$ cat config.mk
export PLATFORM = sky130hd
export DESIGN_NAME = hbs_bridge_seq
export DESIGN_NICKNAME = d
export VERILOG_FILES = /design/src/hbs_pkg.sv /design/src/hbs_bridge_seq.sv
export SDC_FILE = /design/constraint.sdc
export NUM_CORES = 1
export LEC_CHECK = 0
export ABC_AREA = 1
export BUFFER_PORTS_ARGS = -buffer_cell sky130_fd_sc_hd__buf_2
export CAP_MARGIN = 20
export CORE_ASPECT_RATIO = 1.5
export CORE_UTILIZATION = 50
export CTS_CLUSTER_SIZE = 12
export DETAILED_ROUTE_END_ITERATION = 16
export PLACE_DENSITY_LB_ADDON = 0.1
export SETUP_SLACK_MARGIN = 0.4
export SYNTH_ARGS = -nofsm -noshare
export SYNTH_HDL_FRONTEND = slang
export SYNTH_SLANG_ARGS = --single-unit
$ cat constraint.sdc
create_clock -name clk_sys -period 1.5 [get_ports clk_sys]
set_clock_uncertainty 0.15 [all_clocks]
set_input_delay 0.075 -clock clk_sys [delete_from_list [all_inputs] [get_ports clk_sys]]
set_output_delay 0.075 -clock clk_sys [all_outputs]
set_load 0.01 [all_outputs]
$ cat src/hbs_pkg.sv
package hbs_pkg;

   // time unit constants
   localparam int unsigned CLK_PERIOD_PS  = 50000;   // 20 MHz system clock
   localparam int unsigned DEAD_TIME_NS   = 1000;    // least gap between switch states
   localparam int unsigned DEAD_TIME_CYC  =
      (DEAD_TIME_NS * 1000 + CLK_PERIOD_PS - 1) / CLK_PERIOD_PS;
   localparam int unsigned GAP_CNT_W      = 8;

   // controller command lines, sampled as one group
   typedef struct packed {
      logic dir_a;
      logic dir_b;
      logic pwm;
   } hbs_cmd_t;

   // four bridge gate drives
   typedef struct packed {
      logic upper_switch_one;
      logic upper_switch_two;
      logic lower_switch_one;
      logic lower_switch_two;
   } hbs_gate_t;

   localparam hbs_gate_t GATES_OFF = 4'h0;

   // what the bridge is being asked to do
   typedef enum logic [1:0] {
      HBS_STANDBY = 2'b00,
      HBS_FWD     = 2'b01,
      HBS_REV     = 2'b10,
      HBS_ILLEGAL = 2'b11
   } hbs_mode_t;

endpackage

$ cat src/hbs_bridge_seq.sv
`timescale 1ns/1ps

module hbs_bridge_seq #(
   parameter int unsigned DEAD_CYC = hbs_pkg::DEAD_TIME_CYC
) (
   input  wire logic              clk_sys,
   input  wire logic              arst_n,
   input  wire hbs_pkg::hbs_cmd_t cmd,
   output hbs_pkg::hbs_gate_t     gate_r,
   output hbs_pkg::hbs_mode_t     mode_r,
   output logic                   illegal_r
);
   import hbs_pkg::*;

   localparam int unsigned CW = $clog2(DEAD_CYC + 1);

   initial begin
      if (DEAD_CYC < DEAD_TIME_CYC) $error("dead time below one microsecond");
   end

   // decode the requested bridge state from the raw lines
   hbs_mode_t mode_req;
   hbs_gate_t want;
   assign mode_req = hbs_mode_t'({cmd.dir_b, cmd.dir_a});

   // illegal both-high opens every switch with pwm ignored, a safe fallback
   function automatic hbs_gate_t gate_for(input hbs_mode_t m, input logic p);
      hbs_gate_t g;
      g = GATES_OFF;
      case (m)
         HBS_STANDBY: begin
            g.lower_switch_one = 1'b1;
            g.lower_switch_two = 1'b1;
         end
         HBS_FWD: begin
            g.upper_switch_one = p;
            g.lower_switch_two = 1'b1;
         end
         HBS_REV: begin
            g.upper_switch_two = p;
            g.lower_switch_one = 1'b1;
         end
         default: g = GATES_OFF;
      endcase
      return g;
   endfunction

   assign want = gate_for(mode_req, cmd.pwm);

   // per-leg view of wanted and present drives; index 0 is leg one
   wire [1:0] up_want = {want.upper_switch_two, want.upper_switch_one};
   wire [1:0] lo_want = {want.lower_switch_two, want.lower_switch_one};
   wire [1:0] up_on   = {gate_r.upper_switch_two, gate_r.upper_switch_one};
   wire [1:0] lo_on   = {gate_r.lower_switch_two, gate_r.lower_switch_one};
   wire [1:0] hi_clear;   // upper of the leg open for the whole dead time
   wire [1:0] lo_clear;   // lower of the leg open for the whole dead time
   wire [1:0] up_nxt;
   wire [1:0] lo_nxt;

   // one dead-time step: reload while the switch conducts, then count to zero
   function automatic logic [CW-1:0] gap_step(input logic busy, input logic [CW-1:0] cnt);
      logic [CW-1:0] n;
      n = cnt;
      if (busy) begin
         n = CW'(DEAD_CYC);
      end else if (cnt != '0) begin
         n = cnt - 1'b1;
      end
      return n;
   endfunction

   // the timers are per leg: only a switch's own leg partner can short it,
   // so the lower switch of the driven leg stays closed while the far upper
   // chops; a shared timer would hold the upper off for as long as any
   // lower conducts, which is the whole time the motor is driven
   for (genvar leg = 0; leg < 2; leg++) begin : g_leg
      logic [CW-1:0] hi_gap_r;   // high_side_gap: dead-time cycles left since the upper opened
      logic [CW-1:0] lo_gap_r;   // low_side_gap: dead-time cycles left since the lower opened
      wire  [CW-1:0] hi_gap_nxt = gap_step(up_on[leg], hi_gap_r);
      wire  [CW-1:0] lo_gap_nxt = gap_step(lo_on[leg], lo_gap_r);

      assign hi_clear[leg] = !up_on[leg] && (hi_gap_r == '0);
      assign lo_clear[leg] = !lo_on[leg] && (lo_gap_r == '0);

      // opening is immediate; closing waits on the partner, so either
      // release order is safe and a chopping upper needs no fresh dead time
      assign up_nxt[leg] = up_want[leg] && !lo_want[leg]
                           && (up_on[leg] || lo_clear[leg]);
      assign lo_nxt[leg] = lo_want[leg] && !up_want[leg]
                           && (lo_on[leg] || hi_clear[leg]);

      // timers start at zero so the standby short closes right after reset
      always_ff @(posedge clk_sys or negedge arst_n) begin
         if (!arst_n) begin
            hi_gap_r <= '0;
            lo_gap_r <= '0;
         end else begin
            hi_gap_r <= hi_gap_nxt;
            lo_gap_r <= lo_gap_nxt;
         end
      end
   end

   // regroup the leg results into the gate word, upper pair first
   hbs_gate_t gate_nxt;
   assign gate_nxt = {up_nxt[0], up_nxt[1], lo_nxt[0], lo_nxt[1]};

   // output registers; reset leaves every switch open
   always_ff @(posedge clk_sys or negedge arst_n) begin
      if (!arst_n) begin
         gate_r    <= GATES_OFF;
         mode_r    <= HBS_STANDBY;
         illegal_r <= 1'b0;
      end else begin
         gate_r    <= gate_nxt;
         mode_r    <= mode_req;
         illegal_r <= (mode_req == HBS_ILLEGAL);
      end
   end

   // helper for the checks below: cycles that the decoded mode has held,
   // saturating once every dead timer must have run out
   localparam int unsigned STEADY_MIN = DEAD_CYC + 1;
   localparam int unsigned SW         = $clog2(STEADY_MIN + 1);
   logic [SW-1:0] steady_r;
   wire  [SW-1:0] steady_nxt = (mode_req != mode_r) ? '0
                             : (steady_r == SW'(STEADY_MIN)) ? steady_r
                             : steady_r + 1'b1;
   wire           settled    = (steady_r == SW'(STEADY_MIN)) && (mode_req == mode_r);

   always_ff @(posedge clk_sys or negedge arst_n) begin
      if (!arst_n) begin
         steady_r <= '0;
      end else begin
         steady_r <= steady_nxt;
      end
   end

   // upper and lower of one leg are never on together
   a_leg_no_short: assert property (@(posedge clk_sys) disable iff (!arst_n)
      !(gate_r.upper_switch_one & gate_r.lower_switch_one) &&
      !(gate_r.upper_switch_two & gate_r.lower_switch_two))
      else $error("shoot-through on a bridge leg");

   // an upper switch closes only once its leg's lower was open the dead time
   a_upper_dead_gap: assert property (@(posedge clk_sys) disable iff (!arst_n)
      $rose(gate_r.upper_switch_one) |-> $past(g_leg[0].lo_gap_r) == '0
      && !$past(gate_r.lower_switch_one))
      else $error("upper switch one on inside dead time");

   a_upper_two_gap: assert property (@(posedge clk_sys) disable iff (!arst_n)
      $rose(gate_r.upper_switch_two) |-> $past(g_leg[1].lo_gap_r) == '0
      && !$past(gate_r.lower_switch_two))
      else $error("upper switch two on inside dead time");

   // a lower switch closes only once its leg's upper was open the dead time
   a_lower_one_gap: assert property (@(posedge clk_sys) disable iff (!arst_n)
      $rose(gate_r.lower_switch_one) |-> $past(g_leg[0].hi_gap_r) == '0
      && !$past(gate_r.upper_switch_one))
      else $error("lower switch one on inside dead time");

   a_lower_two_gap: assert property (@(posedge clk_sys) disable iff (!arst_n)
      $rose(gate_r.lower_switch_two) |-> $past(g_leg[1].hi_gap_r) == '0
      && !$past(gate_r.upper_switch_two))
      else $error("lower switch two on inside dead time");

   // the dead timers never hold more than the dead time
   a_gap_in_range: assert property (@(posedge clk_sys) disable iff (!arst_n)
      g_leg[0].hi_gap_r <= DEAD_CYC && g_leg[0].lo_gap_r <= DEAD_CYC
      && g_leg[1].hi_gap_r <= DEAD_CYC && g_leg[1].lo_gap_r <= DEAD_CYC)
      else $error("dead timer out of range");

   // pwm low drops upper switches on the next edge
   a_pwm_low_upper: assert property (@(posedge clk_sys) disable iff (!arst_n)
      !cmd.pwm |=> !gate_r.upper_switch_one && !gate_r.upper_switch_two)
      else $error("upper switch on with pwm low");

   // settled standby shorts the motor through both lower switches
   a_standby_short: assert property (@(posedge clk_sys) disable iff (!arst_n)
      settled && mode_req == HBS_STANDBY |-> gate_r.lower_switch_one
      && gate_r.lower_switch_two)
      else $error("standby brake not applied");

   // settled forward with pwm high conducts the forward loop
   a_forward_loop: assert property (@(posedge clk_sys) disable iff (!arst_n)
      settled && mode_req == HBS_FWD && cmd.pwm |=> gate_r.upper_switch_one
      && gate_r.lower_switch_two && !gate_r.upper_switch_two)
      else $error("forward loop not closed");

   // settled reverse with pwm high conducts the reverse loop
   a_reverse_loop: assert property (@(posedge clk_sys) disable iff (!arst_n)
      settled && mode_req == HBS_REV && cmd.pwm |=> gate_r.upper_switch_two
      && gate_r.lower_switch_one && !gate_r.upper_switch_one)
      else $error("reverse loop not closed");

   // the mode output follows the direction lines one cycle later
   a_mode_follows: assert property (@(posedge clk_sys) disable iff (!arst_n)
      mode_r == $past(mode_req))
      else $error("mode output lags wrongly");

   // illegal input opens every switch
   a_illegal_off: assert property (@(posedge clk_sys) disable iff (!arst_n)
      (mode_req == HBS_ILLEGAL) |=> gate_r == GATES_OFF && illegal_r)
      else $error("illegal input not parked");

endmodule

==> tab_implementation.tex <==
\begin{tabular}{lr}
\hline
Metric & Value \\
\hline
\multicolumn{2}{l}{\textbf{Synthesis}} \\
Mapped Nets & 150 \\
Largest family of logic cells by synthesized area & simple AND/OR/NAND/NOR gates \\
Post-Syn Instances & 141 \\
Commonest cells post-synth & dfrtp\_1 (27), nand2\_1 (26), inv\_1 (22), nand3\_1 (17), nor2\_1 (13) \\
Synthesized-area fraction occupied by ao, oa, aoi and oai cells & 0.0972 \\
Simple-gate share of the synthesized area & 0.268 \\
Cell type contributing the most total cell area after synthesis & dfrtp\_1 \\
Sequential area share after synthesis & 0.500 \\
Fraction of synthesized area in multiplexers & 0 \\
Cell Area, Synth & 1350 µm² \\
Fraction of post-synthesis cell area in the top cell type by area & 0.500 \\
Xor/xnor cell area share of the yosys netlist & 0.0259 \\
Number of enable flip-flop cells after synthesis & 0 \\
Synth Warn \# & 0 \\
Dominant cells by area after synthesis & dfrtp\_1 (50\%), nand2\_1 (7.2\%), nand3\_1 (6.3\%) \\
Fraction of synthesis flops using an asynchronous set or reset pin & 1.00 \\
Cell with the most instances after synthesis & dfrtp\_1 \\
Post-synthesis share of cell area spent on full adders, half adders and majority gates & 0.0370 \\
Number of storage elements in the synthesis netlist & 27 \\
Number of distinct library cells after synthesis & 14 \\
Post-synthesis average cell area & 9.58 µm² \\
Most used flip-flop cell after synthesis & dfrtp\_1 \\
\multicolumn{2}{l}{\textbf{Final layout}} \\
Final antenna diode count & 0 \\
Area grow syn2layout & 27.0\% \\
Fraction of final layout cells with drive strength greater than 1 & 0.426 \\
Number of inserted filler cells in the final layout & 189 \\
Area of the multi-input gates & 654 µm² \\
Final non-filler cell area & 1720 µm² \\
Count of nets after finishing & 186 \\
Seq. cell area & 677 µm² \\
Finished Layout Cells & 212 \\
\multicolumn{2}{l}{\textbf{STA}} \\
Tcrit/Tclk final & 0.792 \\
RSZ-0062 raised after global routing & true \\
Final setup fails & 0 \\
Summed negative setup slack over all endpoints & 0 ps \\
Hold violation count in the final report & 0 \\
Worst slew margin relative to its limit & 0.606 \\
Fmax & 0.842 GHz \\
Tightest hold margin & 126 ps \\
Pin slew with the least headroom to its limit & 591 ps \\
Final critical path time including I/O delays and setup & 1190 ps \\
Pins Over Slew Limit & 0 \\
\multicolumn{2}{l}{\textbf{Place}} \\
HPWL Detailed & 1.61 mm \\
Routability Congestion & 0.804 \\
I/O Buffers & 11 \\
DP Area & 1500 µm² \\
Placed Cells & 188 \\
\multicolumn{2}{l}{\textbf{Worst setup path}} \\
Start-to-end type of the worst setup path & reg -> reg \\
CP Capture Type & register \\
Sort of element at the start of the critical path & register \\
Top fanout value on the critical path & 4 \\
Required arrival time at the worst endpoint & 1570 ps \\
Arr. time, crit path & 1260 ps \\
\multicolumn{2}{l}{\textbf{Die}} \\
Overall die width & 44.4 µm \\
Io pins & 12 \\
Die outline height & 65.7 µm \\
Floorplan row count & 22 \\
Die area & 2920 µm² \\
Placeable core region & 2500 µm² \\
Initial cell density of the core & 0.539 \\
\multicolumn{2}{l}{\textbf{Flow run}} \\
Number of maximum-capacitance violations & 0 \\
\multicolumn{2}{l}{\textbf{Clock tree}} \\
Clock root buffer & clkbuf\_4 \\
Clock input transition at the sequential cells of the worst setup and hold paths & 130 ps \\
CTS H-tree depth & 1 \\
Number of CTS-inserted buffers & 3 \\
TritonCTS clock tree & built \\
Largest buffer count on any clock path & 2 \\
Clock sinks & 27 \\
Clock latency at the later pin of the worst-skew pair & 310 ps \\
\multicolumn{2}{l}{\textbf{Pwr}} \\
Power per cell area & 2110 nW/µm² \\
Largest voltage drop on the vdd net & 1390 µV \\
Leakage & 0.852 nW \\
\multicolumn{2}{l}{\textbf{Route}} \\
Antenna violation net count after detailed routing & 0 \\
Number of search-and-repair iterations in the first detailed-routing pass & 4 \\
Via Count & 1023 \\
Via-per-instance ratio & 4.83 \\
Routed wirelength normalized by instance count & 11.1 µm \\
Detailed-route wire length & 2.36 mm \\
Number of remaining DRC errors & 0 \\
Number of design-rule violations left by the first detailed-router iteration & 25 \\
\multicolumn{2}{l}{\textbf{GRT}} \\
Pin count of the biggest net entering global routing & 28 \\
Global route total overflow & 0 \\
Total GRT Usage & 0.191 \\
Via count of the first global-routing pass & 1049 \\
First-pass GRT wire length & 4.18 mm \\
Antenna violations before repair & 0 \\
\multicolumn{2}{l}{\textbf{Run status}} \\
Result of the run & completed \\
\multicolumn{2}{l}{\textbf{Worst hold path}} \\
Class of the tightest hold or removal check & in -> async \\
\hline
\end{tabular}
==> cell usage in the layout, fill, tap and decap left out <==
cell type	n
nand4_4	4
nand3_1	13
xor2_1	4
nor2_4	4
nor2_2	1
dlygate4sd3_1	4
clkinv_2	1
nor2_1	12
nand3_2	4
o21a_1	4
inv_1	12
nand2_1	26
ha_4	4
buf_4	16
clkbuf_4	3
dfrtp_1	26
o21ai_2	8
dfrtp_2	1
a21oi_2	4
buf_2	11
inv_2	14
==> power breakdown <==
part	internal (W)	leakage [nW]	switching [W]	total [W]
sequential	0.00104	0.330	0.000253	0.00130
combinational	0.000967	0.504	0.00106	0.00202
clock	0.0000998	0.0177	0.000199	0.000298
total	0.00211	0.852	0.00151	0.00362
==> per-stage QoR <==
step / power (W) / setup slack (ps) / util
floorplan: 0.00270 / 366 / -
global placement: 0.00293 / 320 / 0.599
detailed placement: 0.00300 / 294 / 0.599
CTS: 0.00352 / 327 / 0.659
global route: 0.00396 / 254 / 0.685
finish: 0.00362 / 312 / 0.685
==> registers in the layout, summed over array words and instances (netlist names) <==
name	count
mode_r	2
g_leg.hi_gap_r	10
g_leg.lo_gap_r	10
gate_r	4
illegal_r	1
==> logic make-up (layout without fill, tap and decap cells) <==
| kind of cell | Yosys count | after routing |
|---|---|---|
| buffers and inverters | 26 | 61 |
| AOI/OAI and AO/OA | 16 | 16 |
| xor gates and xnor gates | 4 | 4 |
| DFF | 27 | 27 |
| adders and majority gates | 4 | 4 |
| and+or+nand+nor | 64 | 64 |
==> final timing paths <==
check,startpoint,slack (ps),depth (start not counted),to
setup / recovery,g_leg[1].hi_gap_r[1],310,4,g_leg[1].hi_gap_r[2]
hold / removal,arst_n,130,2,g_leg[1].lo_gap_r[3]
setup reg to reg,g_leg[1].hi_gap_r[1],310,4,g_leg[1].hi_gap_r[2]
hold reg to reg,g_leg[1].hi_gap_r[4],340,2,g_leg[1].hi_gap_r[4]
max in group asynchronous,arst_n,660,2,g_leg[0].hi_gap_r[2]
min in group clk_sys,cmd[2],300,2,mode_r[0]
==> critical path, cell delays in order (launching register included) <==
cell and delay [ps]:
dfrtp_1 390, inv_2 60, ha_4 180, xor2_1 140, o21a_1 180
==> metal layers <==
layer	share of wire	global-route usage	vias up
li1	-	-	521
met2	0.50	0.327	17
met5	0	0	-
met4	0.016	0.110	0
met1	0.45	0.226	481
met3	0.025	0.0165	4
==> cell type report <==
cell class                      count  share of cell area
Tap cell                           36              0.0262
Inverter                           26              0.0569
Timing Repair Buffer               31               0.125
Sequential cell                    27               0.394
Clock buffer                        3              0.0131
Multi-Input combinational cell     88               0.381
Clock inverter                      1             0.00292
==> what timing repair did <==
item	4_1_cts	5_1_grt
gates resized for setup	2	7
hold buffers	4	0
buffers inserted	11	5
setup endpoints to repair	24	31
pin swaps	15	3
endpoints found under the hold margin	34	0
Note: power is estimated with default switching activity, not from simulation.
